### src/hw/flash_cmd_regs.vh
// flash_cmd_regs.vh: opcodes, field positions, header bytes and timing
// assumes: included by bare name from the design files
`ifndef FLASH_CMD_REGS_VH
`define FLASH_CMD_REGS_VH
`define OP_FAST_READ 8'h0B
`define OP_WRAP_READ 8'h0C
`define OP_SET_PARAM 8'hC0
`define OP_QUAD_ON 8'h38
`define OP_QUAD_OFF 8'hFF
`define OP_RST_EN 8'h66
`define OP_RST 8'h99
`define OP_PARAM_RD 8'h5A
`define DUMMY_HI 5
`define DUMMY_LO 4
`define WRAP_HI 1
`define WRAP_LO 0
`define PARAM_RESET 8'h00
`define PARAM_DUMMY 4'h8
`define HDR_LAST 8'h17
`define HDR_FILL 8'hFF
`define RESET_TIME_NS 60000
`define CLK_PERIOD_NS 10
`endif

### src/hw/pin_sync.v
// pin_sync.v: three-stage synchroniser with agreement filter
// assumes: d is asynchronous to clk; rstN is already synchronous
`timescale 1ns/1ps
module pin_sync #(
    parameter W = 1
) (
    // clock and reset
    input wire clk,
    input wire rstN,
    // pins in, clean level out
    input wire [W-1:0] d,
    output reg [W-1:0] q
);
    reg [W-1:0] s1_r;
    reg [W-1:0] s2_r;
    reg [W-1:0] s3_r;
    always @(posedge clk or negedge rstN) begin
        if (!rstN) begin
            s1_r <= {W{1'b0}};
            s2_r <= {W{1'b0}};
            s3_r <= {W{1'b0}};
            q <= {W{1'b0}};
        end else begin
            s1_r <= d;
            s2_r <= s1_r;
            s3_r <= s2_r;
            if (s2_r == s3_r) begin
                q <= s3_r;
            end
        end
    end
endmodule // pin_sync

### src/hw/flash_cmd_core.v
// flash_cmd_core.v: command slice of a serial flash: wrap read in quad
// command mode, quad mode entry and exit, two-frame reset, parameter header.
// assumes: host drives csN, sck, io; sck far slower than clk.
`timescale 1ns/1ps
`include "flash_cmd_regs.vh"
module flash_cmd_core #(
    parameter RESET_CYCLES = (`RESET_TIME_NS + `CLK_PERIOD_NS - 1)
        / `CLK_PERIOD_NS,
    parameter [7:0] MAKER_ID = 8'h5E // arbitrary value
) (
    // clock and reset
    input wire clk,
    input wire rst_n,
    // serial link pins
    input wire csN,
    input wire sck,
    input wire [3:0] ioIn,
    output reg [3:0] ioOut,
    output reg [3:0] ioOe,
    // loose status and control bits
    input wire quadEnableBit,
    input wire setWriteEnable,
    input wire setSuspend,
    input wire [2:0] wrapSettingIn,
    input wire wrapSettingLoad,
    output reg quadCommandMode,
    output reg writeEnableLatch,
    output reg suspendFlag,
    output reg [7:0] readParameterBits,
    output reg [7:0] continuousReadModeBits,
    output reg [2:0] wrapSettingBits,
    output reg resetBusy,
    // array read port
    output reg [23:0] arrayAddr,
    output reg arrayReq,
    input wire [7:0] arrayData
);
    localparam S_OP = 3'h0;
    localparam S_ADDR = 3'h1;
    localparam S_DUMMY = 3'h2;
    localparam S_DATA = 3'h3;
    localparam S_IDLE = 3'h4;
    localparam [15:0] RST_CNT = RESET_CYCLES;

    reg rs1_r;
    reg rstN;
    always @(posedge clk or negedge rst_n) begin
        if (!rst_n) begin
            rs1_r <= 1'b0;
            rstN <= 1'b0;
        end else begin
            rs1_r <= 1'b1;
            rstN <= rs1_r;
        end
    end

    wire [5:0] pins;
    pin_sync #(.W(6)) u_sync (
        .clk(clk),
        .rstN(rstN),
        .d({csN, sck, ioIn}),
        .q(pins)
    );
    wire csS = pins[5];
    wire sckS = pins[4];
    wire [3:0] ioS = pins[3:0];
    reg sckD_r;
    reg csD_r;
    wire rise = sckS & ~sckD_r & ~csS;
    wire fall = ~sckS & sckD_r & ~csS;
    wire frameEnd = csS & ~csD_r;

    reg [2:0] state_r;
    reg [7:0] shift_r;
    reg [5:0] bitCnt_r;
    reg [7:0] op_r;
    reg [7:0] lastOp_r;
    reg enArmed_r;
    reg [15:0] rstCnt_r;
    reg [7:0] outByte_r;
    reg [23:0] addr_r;
    reg [3:0] dummies_r;
    reg [6:0] wrapMask_r;

    // ----------------------------------------
    // parameter decode
    // ----------------------------------------
    reg [3:0] pDummy;
    reg [6:0] pMask;
    always @* begin
        case (readParameterBits[`DUMMY_HI:`DUMMY_LO])
            2'b00: pDummy = 4'h4;
            2'b01: pDummy = 4'h6;
            default: pDummy = 4'h8;
        endcase
        case (readParameterBits[`WRAP_HI:`WRAP_LO])
            2'b00: pMask = 7'h07;
            2'b01: pMask = 7'h0F;
            2'b10: pMask = 7'h1F;
            default: pMask = 7'h3F;
        endcase
    end

    // ----------------------------------------
    // header space contents
    // ----------------------------------------
    reg [7:0] hdrByte;
    always @* begin
        hdrByte = `HDR_FILL;
        case (addr_r[7:0])
            8'h00: hdrByte = 8'h53;
            8'h01: hdrByte = 8'h46;
            8'h02: hdrByte = 8'h44;
            8'h03: hdrByte = 8'h50;
            8'h04: hdrByte = 8'h00;
            8'h05: hdrByte = 8'h01;
            8'h06: hdrByte = 8'h01;
            8'h08: hdrByte = 8'h00;
            8'h09: hdrByte = 8'h00;
            8'h0A: hdrByte = 8'h01;
            8'h0B: hdrByte = 8'h09;
            8'h0C: hdrByte = 8'h30;
            8'h0D: hdrByte = 8'h00;
            8'h0E: hdrByte = 8'h00;
            8'h10: hdrByte = MAKER_ID;
            8'h11: hdrByte = 8'h00;
            8'h12: hdrByte = 8'h01;
            8'h13: hdrByte = 8'h03;
            8'h14: hdrByte = 8'h60;
            8'h15: hdrByte = 8'h00;
            8'h16: hdrByte = 8'h00;
            default: hdrByte = `HDR_FILL;
        endcase
        if (addr_r[23:8] != 16'h0000) begin
            hdrByte = `HDR_FILL;
        end
    end

    wire isHdr = (op_r == `OP_PARAM_RD);
    wire [7:0] nextByte = isHdr ? hdrByte : arrayData;
    wire [3:0] lanes = quadCommandMode ? 4'h4 : 4'h1;
    wire [7:0] shIn = quadCommandMode ? {shift_r[3:0], ioS} :
        {shift_r[6:0], ioS[0]};
    wire [5:0] opBits = 6'h08;
    // plain reads run on past the window; only the wrap read folds back
    wire [23:0] addrInc = addr_r + 24'h000001;
    wire [23:0] addrWrap = {addr_r[23:7],
        (addr_r[6:0] & ~wrapMask_r) | (addrInc[6:0] & wrapMask_r)};

    // ----------------------------------------
    // frame decoder
    // ----------------------------------------
    always @(posedge clk or negedge rstN) begin
        if (!rstN) begin
            sckD_r <= 1'b0;
            csD_r <= 1'b1;
            state_r <= S_OP;
            shift_r <= 8'h00;
            bitCnt_r <= 6'h00;
            op_r <= 8'h00;
            lastOp_r <= 8'h00;
            enArmed_r <= 1'b0;
            rstCnt_r <= 16'h0000;
            outByte_r <= 8'h00;
            addr_r <= 24'h000000;
            dummies_r <= 4'h0;
            wrapMask_r <= 7'h00;
            quadCommandMode <= 1'b0;
            writeEnableLatch <= 1'b0;
            suspendFlag <= 1'b0;
            readParameterBits <= `PARAM_RESET;
            continuousReadModeBits <= 8'h00;
            wrapSettingBits <= 3'h0;
            resetBusy <= 1'b0;
            ioOut <= 4'h0;
            ioOe <= 4'h0;
            arrayAddr <= 24'h000000;
            arrayReq <= 1'b0;
        end else begin
            sckD_r <= sckS;
            csD_r <= csS;
            arrayReq <= 1'b0;
            if (setWriteEnable) begin
                writeEnableLatch <= 1'b1;
            end
            if (setSuspend) begin
                suspendFlag <= 1'b1;
            end
            if (wrapSettingLoad) begin
                wrapSettingBits <= wrapSettingIn;
            end
            if (resetBusy) begin
                // reset interval: frames are ignored
                rstCnt_r <= rstCnt_r - 16'h0001;
                if (rstCnt_r == 16'h0001) begin
                    resetBusy <= 1'b0;
                end
                state_r <= S_OP;
                ioOe <= 4'h0;
            end else if (csS) begin
                ioOe <= 4'h0;
                state_r <= S_OP;
                bitCnt_r <= 6'h00;
                if (frameEnd) begin
                    // reset enable only arms the next frame
                    enArmed_r <= (lastOp_r == `OP_RST_EN);
                    if (lastOp_r == `OP_RST && enArmed_r) begin
                        // power-on defaults
                        quadCommandMode <= 1'b0;
                        writeEnableLatch <= 1'b0;
                        suspendFlag <= 1'b0;
                        readParameterBits <= `PARAM_RESET;
                        continuousReadModeBits <= 8'h00;
                        wrapSettingBits <= 3'h0;
                        resetBusy <= 1'b1;
                        rstCnt_r <= RST_CNT;
                    end
                    lastOp_r <= 8'h00;
                end
            end else if (rise) begin
                shift_r <= shIn;
                bitCnt_r <= bitCnt_r + {2'b00, lanes};
                case (state_r)
                    S_OP: begin
                        if (bitCnt_r + {2'b00, lanes} == opBits) begin
                            op_r <= shIn;
                            lastOp_r <= shIn;
                            bitCnt_r <= 6'h00;
                            state_r <= S_IDLE;
                            // mode switch touches nothing else
                            if (shIn == `OP_QUAD_ON && quadEnableBit) begin
                                quadCommandMode <= 1'b1;
                            end
                            if (shIn == `OP_QUAD_OFF && quadCommandMode) begin
                                quadCommandMode <= 1'b0;
                            end
                            if (shIn == `OP_PARAM_RD ||
                                shIn == `OP_FAST_READ ||
                                shIn == `OP_SET_PARAM ||
                                (shIn == `OP_WRAP_READ && quadCommandMode)) begin
                                state_r <= S_ADDR;
                            end
                            // window and dummies fixed per frame
                            wrapMask_r <= (shIn == `OP_WRAP_READ) ?
                                pMask : 7'h7F;
                            dummies_r <= (shIn == `OP_PARAM_RD) ?
                                `PARAM_DUMMY : pDummy;
                        end
                    end
                    S_ADDR: begin
                        if (op_r == `OP_SET_PARAM) begin
                            if (bitCnt_r + {2'b00, lanes} == opBits) begin
                                readParameterBits <= shIn;
                                state_r <= S_IDLE;
                            end
                        end else begin
                            addr_r <= quadCommandMode ?
                                {addr_r[19:0], ioS} : {addr_r[22:0], ioS[0]};
                            if (bitCnt_r + {2'b00, lanes} == 6'd24) begin
                                bitCnt_r <= 6'h00;
                                state_r <= S_DUMMY;
                            end
                        end
                    end
                    S_DUMMY: begin
                        arrayAddr <= addr_r;
                        arrayReq <= 1'b1;
                        if (bitCnt_r[3:0] + 4'h1 == dummies_r) begin
                            bitCnt_r <= 6'h00;
                            state_r <= S_DATA;
                        end else begin
                            bitCnt_r <= bitCnt_r + 6'h01;
                        end
                    end
                    S_DATA: begin
                        bitCnt_r <= bitCnt_r;
                    end
                    default: begin
                        bitCnt_r <= bitCnt_r;
                    end
                endcase
            end else if (fall && state_r == S_DATA) begin
                // shift data out on the falling edge
                if (bitCnt_r == 6'h00) begin
                    outByte_r <= quadCommandMode ? {nextByte[3:0], 4'h0} :
                        {nextByte[6:0], 1'b0};
                    ioOut <= quadCommandMode ? nextByte[7:4] :
                        {2'b00, nextByte[7], 1'b0};
                    // wrap inside the aligned window; increment
                    addr_r <= (op_r == `OP_WRAP_READ) ? addrWrap : addrInc;
                    bitCnt_r <= quadCommandMode ? 6'h04 : 6'h01;
                end else begin
                    outByte_r <= quadCommandMode ? {outByte_r[3:0], 4'h0} :
                        {outByte_r[6:0], 1'b0};
                    ioOut <= quadCommandMode ? outByte_r[7:4] :
                        {2'b00, outByte_r[7], 1'b0};
                    bitCnt_r <= (bitCnt_r + {2'b00, lanes} == opBits) ?
                        6'h00 : bitCnt_r + {2'b00, lanes};
                end
                ioOe <= quadCommandMode ? 4'hF : 4'h2;
            end else if (rise == 1'b0 && state_r == S_DATA && bitCnt_r == 6'h00) begin
                arrayAddr <= addr_r;
            end
        end
    end
endmodule // flash_cmd_core

### config.mk
export PLATFORM = sky130hd
export DESIGN_NAME = flash_cmd_core
export DESIGN_NICKNAME = d
export VERILOG_FILES = /design/src/hw/pin_sync.v /design/src/hw/flash_cmd_core.v
export VERILOG_INCLUDE_DIRS = /design/src /design/src/hw
export SDC_FILE = /design/constraint.sdc
export NUM_CORES = 1
export LEC_CHECK = 0
export BUFFER_PORTS_ARGS = -buffer_cell sky130_fd_sc_hd__buf_4
export CAP_MARGIN = 20
export CORE_UTILIZATION = 45
export CTS_CLUSTER_DIAMETER = 100
export DETAILED_ROUTE_END_ITERATION = 8
export HOLD_SLACK_MARGIN = 0.08
export PLACE_DENSITY = 0.65
export SETUP_SLACK_MARGIN = 0.1
export SLEW_MARGIN = 20
export SYNTH_ARGS = -nofsm -noshare
export SYNTH_HDL_FRONTEND = slang
export SYNTH_HIERARCHICAL = 1
export SYNTH_SLANG_ARGS = --single-unit
### constraint.sdc
create_clock -name clk -period 4.7 [get_ports clk]
set_clock_uncertainty 0.2 [all_clocks]
set_input_delay 0.235 -clock clk [delete_from_list [all_inputs] [get_ports clk]]
set_output_delay 0.235 -clock clk [all_outputs]
set_load 0.005 [all_outputs]
* Word-level counts from Yosys, hierarchy flattened *
Memories as Yosys holds them, arrays and structs flattened.
Index checks and enable logic that the tools add are counted.

word-level totals
  register bits after elaboration = 168
  latch bits = 0
  memory bits (writable) = 0
  bits in read-only memories = 256
  input bits = 23
  logic and storage cells = 230
  memories = 1

memory list
  name             words  width  rd ports  clocked after memory_dff  write ports  RTL line              source
  (no name shown)  32     8      1         0                         0            flash_cmd_core.v:110  case (addr_r[7:0])

cells by class
  $add $sub $neg = 5
  multiply operators = 0
  div/mod/pow operators = 0
  $lt $le $gt $ge = 0
  equal/unequal tests = 35
  shifts and indexed selects = 0
  mux-type cells = 98
  bitwise operators = 15
  reduce and logical (&&, ||, !) cells = 46

operators with widths
  cell                                                                   count
  24-bit two-way mux                                                     11
  8-bit two-way mux                                                      18
  16-bit two-way mux                                                     4
  3-bit two-way mux                                                      16
  6-bit two-way mux                                                      8
  4-bit two-way mux                                                      9
  6-bit case mux with 3 select lines                                     2
  8-bit == test (second input constant)                                  4
  1-bit two-way mux                                                      27
  24-bit by 1-bit adder with 24-bit output (second input constant)       1
  8-bit by 4-bit == test with 1-bit output (second input constant)       3
  8-bit by 7-bit == test with 1-bit output (second input constant)       3
  2-bit nonzero test                                                     11
  7-bit AND reduction                                                    3
  16-bit by 1-bit == test with 1-bit output (second input constant)      1
  16-bit nonzero test                                                    1
  16-bit by 1-bit subtractor with 16-bit output (second input constant)  1
  5-bit AND reduction                                                    3
  7-bit bitwise AND                                                      2
  3-bit AND reduction                                                    4
  6-bit AND reduction                                                    2
  3-bit nonzero test                                                     4
  2-bit != test (second input constant)                                  5
  5-bit by 4-bit != test with 1-bit output (second input constant)       2
  other kinds (31)                                                       54

* Depth between registers and ports, before layout *
  word-level depth = 11
  gate-level depth with buffers = 12
  mapped depth without buffers = 9

* Modules after synthesis *
Netlist, hierarchy kept.

by module, submodules not included
  module          instances  cells an instance  area an instance (µm²)  sequential area each (µm²)
  flash_cmd_core  1          854                8155.3                  3454.6
  pin_sync        1          38                 743.2                   600.6

* Worst setup path before layout *
Ideal clock, no wire load.

  path kind = register -> register
  start point = reg quadCommandMode
  end point = reg readParameterBits[0]
  library setup time = 0.125 ns
  arrival time = 2.750 ns
  data required time = 4.375 ns
  slack = 1.625 ns
  cell stages (with the launch flop) = 11
  path buffers = 3
  cell sequence = dfrtp_1 -> buf_6 -> buf_2 -> clkinv_1 -> ha_1 -> ha_1 -> nor4_2 -> and3_1 -> o211a_1 -> buf_2 -> mux2_2

on the way
  cells in the longest elaborated chain, start to end = 5

RTL lines
  element                                   RTL line              source
  start, declared                           flash_cmd_core.v:26   output reg quadCommandMode,
  start signal, assigned                    flash_cmd_core.v:168  quadCommandMode <= 1'b0;
  start signal, assigned                    flash_cmd_core.v:209  quadCommandMode <= 1'b0;
  start signal, assigned                    flash_cmd_core.v:232  quadCommandMode <= 1'b1;
  3-bit two-way mux                         flash_cmd_core.v:141  wire [3:0] lanes = quadCommandMode ? 4'h4 : 4'h1;
  6-bit by 3-bit adder with 6-bit output    flash_cmd_core.v:252  if (bitCnt_r + {2'b00, lanes} == opBits) begin
  6-bit by 4-bit == test with 1-bit output  flash_cmd_core.v:252
  2-bit nonzero test (no line)              n/a
  7-bit AND reduction (no line)             n/a
  end signal, assigned                      flash_cmd_core.v:171  readParameterBits <= `PARAM_RESET;
  end signal, assigned                      flash_cmd_core.v:212  readParameterBits <= `PARAM_RESET;
  end signal, assigned                      flash_cmd_core.v:253  readParameterBits <= shIn;
  end, declared                             flash_cmd_core.v:29   output reg [7:0] readParameterBits,

Every way passes these cells.
A chain may end at the register's enable or synchronous reset.

* Worst setup path after layout *
  start point = reg quadCommandMode
  end point = reg op_r[1]

on the way
  cells in the longest elaborated chain, start to end = 4
  elaborated cells on any way between the ends = 5
  those cells by class = add/sub (1); eq/ne (1); mux (2); reduce/logical (1)

RTL lines
  element                                   RTL line              source
  3-bit two-way mux                         flash_cmd_core.v:141
  6-bit by 3-bit adder with 6-bit output    flash_cmd_core.v:225  if (bitCnt_r + {2'b00, lanes} == opBits) begin
  6-bit by 4-bit == test with 1-bit output  flash_cmd_core.v:225
  5-bit AND reduction (no line)             n/a
  end signal, assigned                      flash_cmd_core.v:226  op_r <= shIn;
  end, declared                             flash_cmd_core.v:76   reg [7:0] op_r;

Several ways; a longest one is shown, not always the timed one.

==> results list <==
- Entering global routing, the biggest net connects 138 pins.
- Post-synthesis cell count: 892
* Largest fanout on the critical path: 24
- sky130_fd_sc_hd__dfrtp_1 is the most common cell in the netlist.
- Global routing consumed, over all layers together, 21.8% of the routing resources.
- 1st-iter DRT viols: 482
- Of the total power, the share spent switching nets is 37.9%.
- Setup Total Neg Slack: 0 ns
- The final-report max-slew violation count is 0.
* Final-layout fill cell count: 1798
- Area leader, netlist: sky130_fd_sc_hd__dfrtp_1
- In this run, the combinational gates consume 27.8% of the power.
* Area occupied by multi-input gates: 4440 um2
- Number of enable-type register cells in the synthesized netlist: 0
- WL/cell: 16.7 um
* Area of the mapped netlist: 8900 um2
- Pre-Repair DR Iteration Count: 8
* Clk pwr share: 30.2%
* Final nets: 993
- Via/cell ratio: 5.65
- The startpoint identified for the worst register-to-register timing path is quadCommandMode.
- Cell internal power was estimated by the tool at 0.00298 W.
- Sorting the synthesized cells by area gives the leading types as sky130_fd_sc_hd__dfrtp_1 45%, sky130_fd_sc_hd__mux2_2 5.6%, sky130_fd_sc_hd__mux2i_1 4.4%.
- Sum of routed wire length over all layers: 20.7 mm
* Detailed-route via count: 6982
- A synthesized cell averages 9.98 um2.
* Power density relative to cell area: 463 nW/um2
* # IOs: 79
- HPWL reported at the end of detailed placement: 13.9 mm
* DRC viols: 0
- For this run, the number of Yosys warnings is 6.
- Part of the Yosys area used for sequential elements: 45.6%
* Number of hold violations in the final report: 0
- The worst register-to-register path has a depth of 9.
* Worst Path Arrival: 3.72 ns
- In this run the deepest clock path goes through 2 buffers.
- Number of setup violations in the final report: 0
* Peak clock frequency supported by timing: 0.281 GHz
* Synth cell count leaders: 161 x sky130_fd_sc_hd__dfrtp_1, 79 x sky130_fd_sc_hd__nor2_1, 77 x sky130_fd_sc_hd__o21ai_0
- Clock H-tree levels: 4
- In this run the worst setup path terminates at op_r[1].
* Full die area: 20300 um2
- Static leakage: 4.54 nW
* Setup repair bufs after CTS: 0
* Initial Util: 45.9%
* Final design area excluding fillers: 10400 um2
- Antenna violation net count after detailed routing: 0
- Sw power: 0.00182 W
- Initial antenna violation count: 0
- Of the cells placed in the final design, the portion with a size suffix greater than 1 is 19.8%.
* Critical path data required time: 4.85 ns
- The area growth from synthesis to layout is 16.4%.
- Fraction of synthesis flops using an asynchronous set or reset pin: 100%
* Row cnt: 51
* Yosys reg bits: 162
* Die width: 143 um
* Min-delay worst type: primary input to flip-flop
- Post-Place Cell Area: 9510 um2
- Placeable core region: 19400 um2
- The worst setup path is launched from a flip-flop.
- Result of the run: finished clean
* Slew @ Worst Pin: 0.785 ns
- The die is 143 um tall.
- Clock tree from TritonCTS: done
- The setup check on the worst reg-to-reg path leaves a slack of 1.14 ns.
- The setup path with the least slack is of type flip-flop to flip-flop.
- Distinct cell type count of the synthesized netlist: 93
* Flip-flop cell with the highest count after synthesis: sky130_fd_sc_hd__dfrtp_1
- Count of clock tree sinks: 162
- Across the whole layout, storage elements account for 4060 um2.
* Remaining max-slew budget at the tightest pin: 46.2%
- The via count of the first global-routing pass came to 6530.
* Clock period minus worst slack: 3.56 ns
- The endpoint identified for the worst register-to-register timing path is op_r[1].
* Proportion of netlist area held by the largest area contributor: 45.3%
- Setup repair after global routing left no endpoint under its margin.
* Count of input and output buffers: 70
- Final worst path period share: 75.8%
* Maximum Capacitance Violations: 0
- GPL Wtd Cong: 0.868
- Portion of total power attributed to sequential cells: 41.9%
- The number of clock buffers added by TritonCTS is 17.
- In this run the worst setup path begins at quadCommandMode.
- Root Buffer Master: sky130_fd_sc_hd__clkbuf_16
- After global routing the overflow that remains totals 0.
- Endpoint class of the critical path: flip-flop
- Worst voltage drop across the vdd grid: 0.359 mV
* Clock latency on the worst-skew pair: 0.43 ns
- After clock tree synthesis, the clock-pin slew on the worst setup and hold paths is 0.07 ns.
- The first global-routing pass estimated 34.7 mm of wire.
- Ant diodes: 0
logic make-up after synthesis:
group | share of synthesized area [%]
AO/OA/AOI/OAI | 17.2
multiplexers | 9.96
other | 0.0844
flip-flops | 45.6
buffers and inverters | 4.86
adder cells (fa/ha/maj) | 1.69
XOR/XNOR | 2.42
AND/OR/NAND/NOR | 18.3
placed cells by master, fill, tap and decap left out, types with 12 or more instances in the layout:
cell type	count
sky130_fd_sc_hd__buf_4	77
sky130_fd_sc_hd__dlygate4sd3_1	23
sky130_fd_sc_hd__o21ai_0	77
sky130_fd_sc_hd__nand3_1	19
sky130_fd_sc_hd__nor2_1	79
sky130_fd_sc_hd__clkbuf_16	17
sky130_fd_sc_hd__mux2i_1	39
sky130_fd_sc_hd__nor3_1	23
sky130_fd_sc_hd__a21oi_1	57
sky130_fd_sc_hd__xnor2_1	12
sky130_fd_sc_hd__inv_1	19
sky130_fd_sc_hd__ha_1	12
sky130_fd_sc_hd__nand2_1	65
sky130_fd_sc_hd__mux2_2	44
sky130_fd_sc_hd__dfrtp_1	159
state kept, by name, summed over array words and instances (netlist names), 2 cells and up, named ones only:
signal and count:
bitCnt_r 6, u_sync/s1_r 6, dummies_r 3, wrapMask_r 5, state_r 3, outByte_r 7, shift_r 7, u_sync/q 6
lastOp_r 8, arrayAddr 24, rstCnt_r 16, wrapSettingBits 3, u_sync/s3_r 6, op_r 8, ioOut 4, ioOe 2
readParameterBits 8, u_sync/s2_r 6, addr_r 18
how the worst min path moves through the flow:
stage | from | end | slack, ns | depth (start not counted)
2_1_floorplan | rst_n | rs1_r | -0.26 | 0
3_3_place_gp | rst_n | rs1_r | -0.18 | 1
3_5_place_dp | rst_n | rs1_r | -0.18 | 1
4_1_cts | arrayData[3] | outByte_r[7] | 0.10 | 4
5_1_grt | arrayData[3] | outByte_r[4] | 0.12 | 4
6_report | arrayData[3] | outByte_r[4] | 0.10 | 4
power by group through the flow:
| stage | sequential (W) | combinational, W | clock (W) |
|---|---|---|---|
| finish | 0.00201 | 0.00133 | 0.00145 |
| global route | 0.00205 | 0.00150 | 0.00155 |
| CTS | 0.00201 | 0.00133 | 0.00149 |
| detailed placement | 0.00204 | 0.00130 | 0 |
| global placement | 0.00203 | 0.00128 | 0 |
| floorplan | 0.00180 | 0.00117 | 0 |
metal layers:
layer	track usage [%]	part of all wire, %
met5	0	0
met2	32.4	45
met1	31.6	48
met3	4.36	5.1
met4	7.19	2.1
worst max-delay path, cell delays in order, from the launching register on:
cell and delay, ns:
sky130_fd_sc_hd__dfrtp_2 0.64, sky130_fd_sc_hd__clkinv_1 0.41, sky130_fd_sc_hd__ha_1 0.35, sky130_fd_sc_hd__ha_1 0.30, sky130_fd_sc_hd__nor4_2 0.42, sky130_fd_sc_hd__nand3_2 0.21, sky130_fd_sc_hd__nor3_4 0.48, sky130_fd_sc_hd__buf_4 0.29
sky130_fd_sc_hd__nor2_1 0.06, sky130_fd_sc_hd__a21oi_1 0.10
per-stage QoR:
stage / power [W] / setup WS, ns / hold slack, ns / std cells / util [%]
after floorplan: 0.00298 / 1.63 / -0.261 / 899 / -
after global placement: 0.00332 / 1.19 / -0.182 / 1180 / 49.0
after detailed placement: 0.00333 / 1.16 / -0.181 / 1180 / 49.0
after CTS: 0.00482 / 1.14 / 0.100 / 1236 / 53.4
after global routing: 0.00510 / 0.803 / 0.117 / 1236 / 53.4
final: 0.00479 / 1.14 / 0.105 / 1236 / 53.4
area by class of cell:
| type | count | area share [%] |
|---|---|---|
| repair buffers | 102 | 8.05 |
| clock buffers | 17 | 4.11 |
| multi-input cells | 654 | 42.9 |
| well taps | 265 | 3.20 |
| inverters | 21 | 0.761 |
| flip-flops and latches | 162 | 39.2 |
| clock inverters | 15 | 1.81 |
what timing repair did:
item,4_1_cts,5_1_grt
endpoints found under the hold margin,44,0
hold buffers,24,0
gates resized for setup,0,0
Power figures use the tool's default switching activity.
